### src/arb_pkg.sv
/*
 package for the serial port request arbiter: request indices, service
 kinds and cycle counts. assumes nothing of its surroundings.
*/
package arb_pkg;
    // =====================================
    // request slots, highest priority first
    localparam int REQ_COUNT     = 4;
    localparam int SLOT_P0_TX    = 0;
    localparam int SLOT_P0_RX    = 1;
    localparam int SLOT_P1_TX    = 2;
    localparam int SLOT_P1_RX    = 3;
    localparam int IRQ_WIDTH     = 8;
    // =====================================
    // cycle counts
    localparam int SYNC_STAGES   = 2;
    localparam int VECTOR_FETCH_CYCLES = 1;
    localparam int EXPAND_CYCLES = 1;
    // =====================================
    // grant kinds
    typedef enum logic [1:0] {
        GRANT_NONE,
        GRANT_AUTOBUF,
        GRANT_IRQ
    } grant_kind_type;
endpackage

### src/req_sync.sv
/*
 two flop synchroniser with rising-edge detect for one serial port request.
 assumes the request is a level from the serial clock domain.
*/
`timescale 1ns/10ps
module req_sync
    import arb_pkg::*;
(
    // clock and reset
    input  wire logic ref_clk,
    input  wire logic rst,
    // request
    input  wire logic async_req,
    output logic      req_pulse
);
    logic meta_reg;
    logic sync_reg;
    logic prev_reg;

    // =====================================
    // synchroniser
    // RULE15 two cycle sync
    // RULE16 late edge lands one cycle later through meta_reg
    always_ff @(posedge ref_clk) begin
        if (rst) begin
            meta_reg  <= 1'b0;
            sync_reg  <= 1'b0;
            prev_reg  <= 1'b0;
            req_pulse <= 1'b0;
        end else begin
            meta_reg  <= async_req;
            sync_reg  <= meta_reg;
            prev_reg  <= sync_reg;
            req_pulse <= sync_reg & ~prev_reg;
        end
    end
endmodule

### src/serial_port_request_arbiter.sv
/*
 arbiter that grants serial port autobuffer requests, receive expansion
 and ordinary interrupts at instruction boundaries.
 assumes the sequencer flags boundaries and stalls, and the serial port
 units raise request levels on their own clocks.
*/
// What this block does
// RULE1 - pending requests are granted in order port zero tx, port zero rx, port one tx, port one rx, then interrupts.
// RULE2 - requests are acted on only at an instruction boundary.
// RULE3 - service is postponed while the instruction is stretched by waits, bus requests or multiple accesses.
// RULE4 - a request waits behind higher ones, and an interrupt waits while masked.
// RULE5 - an interrupt grant costs one extra cycle to fetch the first handler instruction.
// RULE6 - an autobuffer grant costs only its transfer cycle, with no fetch cycle.
// RULE7 - an expanded receive word is written only at a boundary, one port at a time.
// RULE8 - port zero gets the shared expander first, port one waits.
// RULE9 - with companding on, the receive request rises only after the expanded write.
// RULE10 - with autobuffering on, a port interrupt rises only when the address update wraps.
// RULE11 - a wrap interrupt passes the same synchronisation delay as other requests.
// RULE12 - with shared frame sync and a free processor, receive is serviced before transmit.
// RULE13 - the requests are 1.5 serial clocks apart, and if both pend transmit wins by priority.
// RULE14 - software shares an index register only when no latency exceeds the request spacing.
// RULE15 - each request is synchronised over two processor cycles.
// RULE16 - a request missing setup or hold takes one more cycle to synchronise.
// RULE17 - each request stays pending until granted and is cleared on grant, once per request.
`timescale 1ns/10ps
module serial_port_request_arbiter
    import arb_pkg::*;
#(
    parameter int IRQ_BITS = IRQ_WIDTH
)
(
    // clock and reset
    input  wire logic                 ref_clk,
    input  wire logic                 rst,
    // serial port requests, serial clock domain
    input  wire logic [REQ_COUNT-1:0] port_req,
    input  wire logic [1:0]           port_wrap,
    input  wire logic [1:0]           rx_compand_en,
    input  wire logic [1:0]           autobuf_en,
    // sequencer
    input  wire logic                 instr_boundary,
    input  wire logic                 instr_stretch,
    input  wire logic [IRQ_BITS-1:0]  irq_pending,
    input  wire logic [IRQ_BITS-1:0]  irq_mask,
    // grants
    output logic                      grant_valid,
    output grant_kind_type            grant_kind,
    output logic [1:0]                grant_slot,
    output logic [IRQ_BITS-1:0]       grant_irq,
    output logic                      fetch_cycle,
    output logic                      port_irq_zero,
    output logic                      port_irq_one,
    output logic [1:0]                expand_write
);
    // slot picker borrows the interrupt-wide scan, so it needs at least REQ_COUNT bits
    if (IRQ_BITS < REQ_COUNT || IRQ_BITS > 16) begin : gen_bad_width
        $error("IRQ_BITS out of range");
    end

    logic [REQ_COUNT-1:0] raw_pulse;
    logic [1:0]           wrap_pulse;
    logic [REQ_COUNT-1:0] pend_reg;
    logic [1:0]           exp_wait_reg;
    logic [1:0]           wrap_pend_reg;
    logic [REQ_COUNT-1:0] grant_onehot;
    logic                 boundary_ok;
    logic [IRQ_BITS-1:0]  irq_live;
    logic [IRQ_BITS-1:0]  irq_pick;
    logic [1:0]           exp_pick;

    // =====================================
    // synchronisers
    // RULE11 wrap interrupt shares sync path
    genvar g;
    generate
        for (g = 0; g < REQ_COUNT; g++) begin : gen_req
            req_sync u_sync (
                .ref_clk   (ref_clk),
                .rst       (rst),
                .async_req (port_req[g]),
                .req_pulse (raw_pulse[g])
            );
        end
        for (g = 0; g < 2; g++) begin : gen_wrap
            req_sync u_wsync (
                .ref_clk   (ref_clk),
                .rst       (rst),
                .async_req (port_wrap[g]),
                .req_pulse (wrap_pulse[g])
            );
        end
    endgenerate

    // lowest index wins; used for slots and interrupts
    function automatic logic [IRQ_BITS-1:0] first_set(input logic [IRQ_BITS-1:0] v);
        logic [IRQ_BITS-1:0] r;
        r = v & (~v + 1'b1);
        return r;
    endfunction

    // =====================================
    // selection
    // RULE2 boundary only
    // RULE3 stretched instruction holds off
    assign boundary_ok = instr_boundary & ~instr_stretch;
    // RULE1 fixed order; RULE13 tx ahead of rx when both pend
    // RULE4 higher slots block lower ones
    assign grant_onehot = boundary_ok ? REQ_COUNT'(first_set(IRQ_BITS'(pend_reg))) : '0;
    // RULE4 masked interrupts wait
    assign irq_live = irq_pending & ~irq_mask;
    assign irq_pick = (boundary_ok && pend_reg == '0) ? first_set(irq_live) : '0;
    // RULE7 one expansion per boundary; RULE8 port zero first
    assign exp_pick[0] = boundary_ok & exp_wait_reg[0];
    assign exp_pick[1] = boundary_ok & exp_wait_reg[1] & ~exp_wait_reg[0];

    // =====================================
    // pending latches
    // RULE17 set wins over clear on grant
    // RULE9 companded rx request waits for expansion write
    // RULE12 rx rises first from the port, so a free processor takes it first
    always_ff @(posedge ref_clk) begin
        if (rst) begin
            pend_reg     <= '0;
            exp_wait_reg <= '0;
        end else begin
            pend_reg <= (pend_reg & ~grant_onehot)
                        | (raw_pulse & ~{rx_compand_en[1], 1'b0, rx_compand_en[0], 1'b0})
                        | {exp_pick[1], 1'b0, exp_pick[0], 1'b0};
            exp_wait_reg <= (exp_wait_reg & ~exp_pick)
                            | ({raw_pulse[SLOT_P1_RX], raw_pulse[SLOT_P0_RX]} & rx_compand_en);
        end
    end

    // RULE10 wrap raises port interrupt only under autobuffering
    always_ff @(posedge ref_clk) begin
        if (rst) begin
            wrap_pend_reg <= '0;
        end else begin
            wrap_pend_reg <= wrap_pulse & autobuf_en;
        end
    end

    // =====================================
    // outputs
    // RULE5 one fetch cycle for interrupts
    // RULE6 no fetch cycle for autobuffer
    always_ff @(posedge ref_clk) begin
        if (rst) begin
            grant_valid   <= 1'b0;
            grant_kind    <= GRANT_NONE;
            grant_slot    <= '0;
            grant_irq     <= '0;
            fetch_cycle   <= 1'b0;
            port_irq_zero <= 1'b0;
            port_irq_one  <= 1'b0;
            expand_write  <= '0;
        end else begin
            grant_valid   <= (grant_onehot != '0) | (irq_pick != '0);
            grant_kind    <= (grant_onehot != '0) ? GRANT_AUTOBUF :
                             (irq_pick != '0) ? GRANT_IRQ : GRANT_NONE;
            grant_slot    <= grant_onehot[0] ? 2'd0 : grant_onehot[1] ? 2'd1 :
                             grant_onehot[2] ? 2'd2 : 2'd3;
            grant_irq     <= irq_pick;
            fetch_cycle   <= (grant_onehot == '0) & (irq_pick != '0);
            port_irq_zero <= wrap_pend_reg[0];
            port_irq_one  <= wrap_pend_reg[1];
            expand_write  <= exp_pick;
        end
    end

    // =====================================
    // checks
    // RULE2 grant only after a boundary
    chk_grant_boundary: assert property (@(posedge ref_clk) disable iff (rst) // RULE2
        grant_valid |-> $past(instr_boundary) && !$past(instr_stretch))
        else $error("grant without boundary");
    // RULE1 priority order
    chk_slot_order: assert property (@(posedge ref_clk) disable iff (rst) // RULE1
        (boundary_ok && pend_reg[0]) |=> grant_kind == GRANT_AUTOBUF && grant_slot == 2'd0)
        else $error("slot zero not first");
    // RULE4 masked interrupt never granted
    chk_irq_mask: assert property (@(posedge ref_clk) disable iff (rst) // RULE4
        (grant_kind == GRANT_IRQ) |-> ($past(irq_mask) & grant_irq) == '0)
        else $error("masked interrupt granted");
    // RULE5 fetch with interrupt
    chk_fetch_irq: assert property (@(posedge ref_clk) disable iff (rst) // RULE5
        fetch_cycle == (grant_kind == GRANT_IRQ))
        else $error("fetch cycle mismatch");
    // RULE8 port zero expands first
    chk_expand_one: assert property (@(posedge ref_clk) disable iff (rst) // RULE8
        (boundary_ok && exp_wait_reg == 2'b11) |=> expand_write == 2'b01)
        else $error("port one expanded first");
    // RULE17 granted latch cleared
    chk_pend_clear: assert property (@(posedge ref_clk) disable iff (rst) // RULE17
        (grant_onehot[0] && !raw_pulse[0]) |=> !pend_reg[0])
        else $error("pending not cleared");
    // RULE15 sync latency
    chk_sync_delay: assert property (@(posedge ref_clk) disable iff (rst) // RULE15
        raw_pulse[0] |-> $past(port_req[0], 3) && !$past(port_req[0], 4))
        else $error("sync delay wrong");
    // RULE10 wrap needs autobuffer
    chk_wrap_irq: assert property (@(posedge ref_clk) disable iff (rst) // RULE10
        port_irq_zero |-> $past(autobuf_en[0], 2))
        else $error("wrap interrupt without autobuffer");
    // RULE10 port one wrap gating
    chk_wrap_one: assert property (@(posedge ref_clk) disable iff (rst) // RULE10
        port_irq_one |-> $past(autobuf_en[1], 2))
        else $error("port one wrap interrupt without autobuffer");
    // RULE3 stretch holds off grants
    chk_stretch_hold: assert property (@(posedge ref_clk) disable iff (rst) // RULE3
        instr_stretch |=> !grant_valid)
        else $error("grant during stretch");
    // RULE4 interrupts wait behind slots
    chk_irq_behind: assert property (@(posedge ref_clk) disable iff (rst) // RULE4
        (grant_kind == GRANT_IRQ) |-> $past(pend_reg) == '0)
        else $error("interrupt granted over pending slot");
    // RULE6 no fetch for autobuffer
    chk_autobuf_nofetch: assert property (@(posedge ref_clk) disable iff (rst) // RULE6
        (grant_kind == GRANT_AUTOBUF) |-> !fetch_cycle)
        else $error("fetch cycle on autobuffer grant");
    // RULE7 single expansion at boundary
    chk_expand_boundary: assert property (@(posedge ref_clk) disable iff (rst) // RULE7
        (expand_write != 2'b00) |-> $onehot(expand_write) && $past(instr_boundary) && !$past(instr_stretch))
        else $error("expansion off boundary or doubled");
    // RULE9 companded rx after expansion
    chk_compand_wait: assert property (@(posedge ref_clk) disable iff (rst) // RULE9
        ($rose(pend_reg[SLOT_P0_RX]) && $past(rx_compand_en[0])) |-> $past(exp_pick[0]))
        else $error("companded request before expansion");
endmodule

### config.mk
export PLATFORM = sky130hd
export DESIGN_NAME = serial_port_request_arbiter
export DESIGN_NICKNAME = d
export VERILOG_FILES = /design/src/arb_pkg.sv /design/src/req_sync.sv /design/src/serial_port_request_arbiter.sv
export SDC_FILE = /design/constraint.sdc
export NUM_CORES = 1
export LEC_CHECK = 0
export CORE_MARGIN = 4
export CORE_UTILIZATION = 64
export DETAILED_ROUTE_END_ITERATION = 16
export DONT_BUFFER_PORTS = 1
export PLACE_DENSITY = 0.8
export SYNTH_ARGS = -nofsm -noshare
export SYNTH_HDL_FRONTEND = slang
export SYNTH_SLANG_ARGS = --single-unit
### constraint.sdc
create_clock -name ref_clk -period 3.42 [get_ports ref_clk]
set_input_delay 0.342 -clock ref_clk [delete_from_list [all_inputs] [get_ports ref_clk]]
set_output_delay 0.342 -clock ref_clk [all_outputs]
set_load 0.01 [all_outputs]
# [Yosys cells after proc, flatten, opt, wreduce, memory -nomap -nowiden]
# Cells that the tools add are included.
[word_totals] reg_bits=50 latch_bits=0 ram_bits=0 romBits=0 in_bits=30 out_inout_bits=18 elab_cells=90 n_memories=0
[op_classes] add_sub_neg=2 mul=0 n_div=0 magnitude_cmp=0 eq_ne=0 shifts=0 n_mux=6 n_bitwise=37 n_reduce_logical=8
[op_table] op="8-bit bitwise AND" n=2
[op_table] op="8-bit NOT" n=2
[op_table] op="4-bit bitwise AND" n=3
[op_table] op="4-bit NOT" n=3
[op_table] op="1-bit bitwise AND" n=11
[op_table] op="8-bit by 1-bit adder with 8-bit output (second input constant)" n=1
[op_table] op="4-bit zero test" n=2
[op_table] op="8-bit two-way mux" n=1
[op_table] op="1-bit NOT" n=8
[op_table] op="4-bit OR" n=2
[op_table] op="8-bit nonzero test" n=1
[op_table] op="2-bit bitwise AND" n=3
[op_table] op="4-bit by 1-bit adder with 4-bit output (second input constant)" n=1
[op_table] op="4-bit two-way mux" n=1
[op_table] op="4-bit nonzero test" n=1
[op_table] op="2-bit OR reduction" n=2
[op_table] op="1-bit two-way mux" n=3
[op_table] op="3-bit OR reduction" n=1
[op_table] op="2-bit two-way mux" n=1
[op_table] op="2-bit NOT" n=1
[op_table] op="2-bit OR" n=1
[op_table] op="1-bit logical AND" n=1
[op_table] op="1-bit OR" n=1

# [Logic depth before layout (Yosys ltp)]
[depth] word_depth=9 depth_mapped=4 depth_no_buf=3

# [Modules after synthesis]
# Synthesis repeated with hierarchy kept, for this count alone.
[hier_totals] hier_cells=140 area_unflattened_um2=1600.3
[by_module_without_submodules] module="serial_port_request_arbiter" n_inst=1 cells_each=92 area_per_inst_um2=932.1 seq_area_each_um2=520.5
[by_module_without_submodules] module="req_sync" n_inst=6 cells_each=8 area_per_inst_um2=111.4 seq_area_each_um2=80.1

# [Worst setup path after synthesis]
# OpenSTA, ideal clock, no wires.
[synth_timing] path_kind="input to register" start="input irq_mask[6]" end="register grant_valid" setup_time_ps=142 arrival_ps=1081 required_time_ps=3278 slack_ps=2197 stages=3 n_path_buf=0 cell_sequence="and2b_2 -> a2111oi_2 -> a311oi_1"
[synth_via] elab_chain_cells=8
[synth_rtl] item="start, declared" line="serial_port_request_arbiter.sv:44" rtl="input wire logic [IRQ_BITS-1:0] irq_mask,"
[synth_rtl] item="8-bit NOT *" line="serial_port_request_arbiter.sv:110" rtl="assign irq_live = irq_pending & ~irq_mask;"
[synth_rtl] item="8-bit bitwise AND *" line="serial_port_request_arbiter.sv:110"
[synth_rtl] item="8-bit NOT" line="serial_port_request_arbiter.sv:97" rtl="r = v & (~v + 1'b1);"
[synth_rtl] item="8-bit by 1-bit adder with 8-bit output" line="serial_port_request_arbiter.sv:97"
[synth_rtl] item="8-bit bitwise AND *" line="serial_port_request_arbiter.sv:97"
[synth_rtl] item="8-bit two-way mux *" line="serial_port_request_arbiter.sv:111" rtl="assign irq_pick = (boundary_ok && pend_reg == '0) ? first_set(irq_live) : '0;"
[synth_rtl] item="8-bit nonzero test *" line="serial_port_request_arbiter.sv:158" rtl="grant_valid <= (grant_onehot != '0) | (irq_pick != '0);"
[synth_rtl] item="1-bit OR *" line="serial_port_request_arbiter.sv:158"
[synth_rtl] item="end signal, assigned" line="serial_port_request_arbiter.sv:158"
[synth_rtl] item="end, declared" line="serial_port_request_arbiter.sv:46" rtl="output logic grant_valid,"
# Every way passes the cells marked *; elsewhere a longest branch is shown, timed or not.
# A chain may end at the register's enable or synchronous reset.

# [Final worst setup path]
[layout_timing] start="register pend_reg[0]" end="register grant_irq[6]"
[layout_via] elab_chain_cells=3
[layout_rtl] item="start, declared" line="serial_port_request_arbiter.sv:62" rtl="logic [REQ_COUNT-1:0] pend_reg;"
[layout_rtl] item="start signal, assigned" line="serial_port_request_arbiter.sv:126" rtl="pend_reg <= (pend_reg & ~grant_onehot)"
[layout_rtl] item="4-bit zero test" line="serial_port_request_arbiter.sv:111"
[layout_rtl] item="1-bit logical AND" line="serial_port_request_arbiter.sv:111"
[layout_rtl] item="8-bit two-way mux" line="serial_port_request_arbiter.sv:111"
[layout_rtl] item="end signal, assigned" line="serial_port_request_arbiter.sv:163" rtl="grant_irq <= irq_pick;"
[layout_rtl] item="end, declared" line="serial_port_request_arbiter.sv:49" rtl="output logic [IRQ_BITS-1:0] grant_irq,"
# Every way passes these cells.

==> results.sh <==
export IMPL_status="finished, final reports clean"
export IMPL_worst_pin_slew_ns=0.399
export IMPL_wire_per_inst_um=12.9
export IMPL_cts_setup_buffers=0
export IMPL_largest_register_ff_count=8
export IMPL_synth_cell_types=32
export IMPL_ff2ff_setup_slack_ns=2.13
export IMPL_power_leakage_uw=0.000635
export IMPL_yosys_warnings=0
export IMPL_final_cell_mix="dfxtp_1, nor2b_1, nor2_1, a21oi_1"
export IMPL_cts_made_buffers=5
export IMPL_grt_pass1_wl_um=3720
export IMPL_nets=177
export IMPL_antenna_found_initial=0
export IMPL_power_density_nw_per_um2=544
export IMPL_cts_sinks=50
export IMPL_fmax_mhz=777
export IMPL_initial_core_util_pct=69.7
export IMPL_ir_drop_mv=0.349
export IMPL_layout_commonest_cell="dfxtp_1"
export IMPL_io_buffers=0
export IMPL_drt_initial_drc_count=9
export IMPL_startpoint_type="flop"
export IMPL_dieArea_um2=3340
export IMPL_drc=0
export IMPL_die_y_um=57.8
export IMPL_cp_data_required_time_ns=3.69
export IMPL_crit_path_end_kind="flop"
export IMPL_largest_register="grant_irq"
export IMPL_layout_setup_ws_ns=2.13
export IMPL_finalHoldViolations=0
export IMPL_rsz0062_at_grt="no"
export IMPL_synth_avg_cell_area_um2=11.0
export IMPL_cp_max_fo=7
export IMPL_diodes=0
export IMPL_dpl_cell_area_um2=1600
export IMPL_rows=17
export IMPL_cts_root_buf="clkbuf_4"
export IMPL_cts_hold_buf=0
export IMPL_setup_tns_final_ns=0
export IMPL_crit_arrival_ns=1.55
export IMPL_tritoncts="built"
export IMPL_finClkSkew_ns=0.00575
export IMPL_place_gp_congestion=0.756
export IMPL_cts_buffer_depth=2
export IMPL_slew_limit_headroom_pct=73.4
export IMPL_syn_to_final_growth_pct=4.97
export IMPL_first_pass_iters=4
export IMPL_ys_ff_latch=50
export IMPL_dp_slack_ns=2.12
export IMPL_worstSetupPathType="flop to flop"
export IMPL_yosysSeqAreaShare_pct=63.1
export IMPL_ios=48
export IMPL_grt_usage_pct=15.0
export IMPL_die_w_um=57.8
export IMPL_synthesis_nets=174
export IMPL_grt_max_degree=35
export IMPL_period_needed_ns=1.29
export IMPL_finalCritPeriodShare_pct=37.6
export IMPL_core_area_um2=2280
export IMPL_grt_overflow_total=0
export IMPL_vias=927
export IMPL_clk_pin_slew_ns=0.12
export IMPL_final_area_um2=1660
export IMPL_setup_viol=0
export IMPL_htreeDepth=2
export IMPL_synthCells=144
export IMPL_drv_cap=0
export IMPL_viasPerCell=5.27
export IMPL_layout_drive_gt1_share_pct=12.8
export IMPL_hp_class="input port to flop"
export IMPL_ant_nets=0
export IMPL_insertion_delay_ns=0.35
export IMPL_grt_pass1_vias=843
export IMPL_drt_total_wl_um=2270
export IMPL_drv_slew=0
export IMPL_cts_repair_resized=0
export IMPL_syn_area_um2=1590
[report_power, final]
group,switching (uW),internal [uW]
combinational,19.1,19.3
clock,160,99.9
sequential,8.07,599
total,187,718
[worst max-delay path: stages (launching register included)]
cell and delay [ns]:
dfxtp_1 0.40, nor4_4 0.41, nand2_2 0.18, nor4_2 0.23
[cells in the mapped netlist, drive strengths merged]
library cell  count  share of area (%)
o31ai             1               0.47
nand3             1               0.32
a21oi             8                2.5
nor3b             2                1.3
nand2             6                1.6
nand4             1               0.39
a21o              1               0.55
nor3              4                1.3
inv               3               0.71
nand2b            4                1.6
nor2             10                2.4
dfxtp            50                 63
o41ai             1               0.55
nand3b            1               0.47
a311oi            1               0.55
and2              1               0.39
and4              1               0.55
nor2b            29                 11
a22oi             1               0.47
and2b             2                1.1
a2111oi           1               0.95
or2b              4                2.2
nand4b            1               0.55
clkbuf            3               0.71
o21ai             2               0.63
nor4              3                2.5
a31oi             1               0.39
buf               1               0.32
[stage by stage]
step / power, uW / hold slack, ns / cells / utilization, %
6_report: 905 / 0.0464 / 176 / 73.1
5_1_grt: 951 / 0.00159 / 176 / 73.1
4_1_cts: 915 / 0.0260 / 176 / 73.1
3_5_place_dp: 659 / 0.376 / 168 / 70.5
3_3_place_gp: 656 / 0.372 / 168 / 70.5
2_1_floorplan: 656 / 0.367 / 144 / -
[path summary, 6_finish.rpt]
path	from	endpoint	depth (start not counted)
setup / recovery	pend_reg[0]	grant_irq[6]	3
hold / removal	rst	gen_wrap[0].u_wsync.meta_reg	1
setup reg to reg	pend_reg[0]	grant_irq[6]	3
hold reg to reg	gen_req[0].u_sync.prev_reg	gen_req[0].u_sync.req_pulse	1
[kinds of logic after synthesis]
logic type	share of synthesized area, %
AOI/OAI and AO/OA	7.10
buffers and inverters	1.74
DFF	63.1
and+or+nand+nor	28.0
[cell type report]
| cell class | count | area (um^2) |
|---|---|---|
| sequential | 50 | 1000 |
| fill | 173 | 612 |
| multi-input combinational | 87 | 557 |
| clock buffer | 7 | 55.1 |
| tap | 28 | 35.0 |
| inverter | 3 | 11.3 |
| clock inverter | 1 | 5.00 |
[layer usage]
layer	part of all wire, %	track usage (%)
met4	0	3.97
met3	7.7	7.13
met1	42	15.9
met5	0	0
met2	51	26.5
Power figures use the tool's default switching activity.
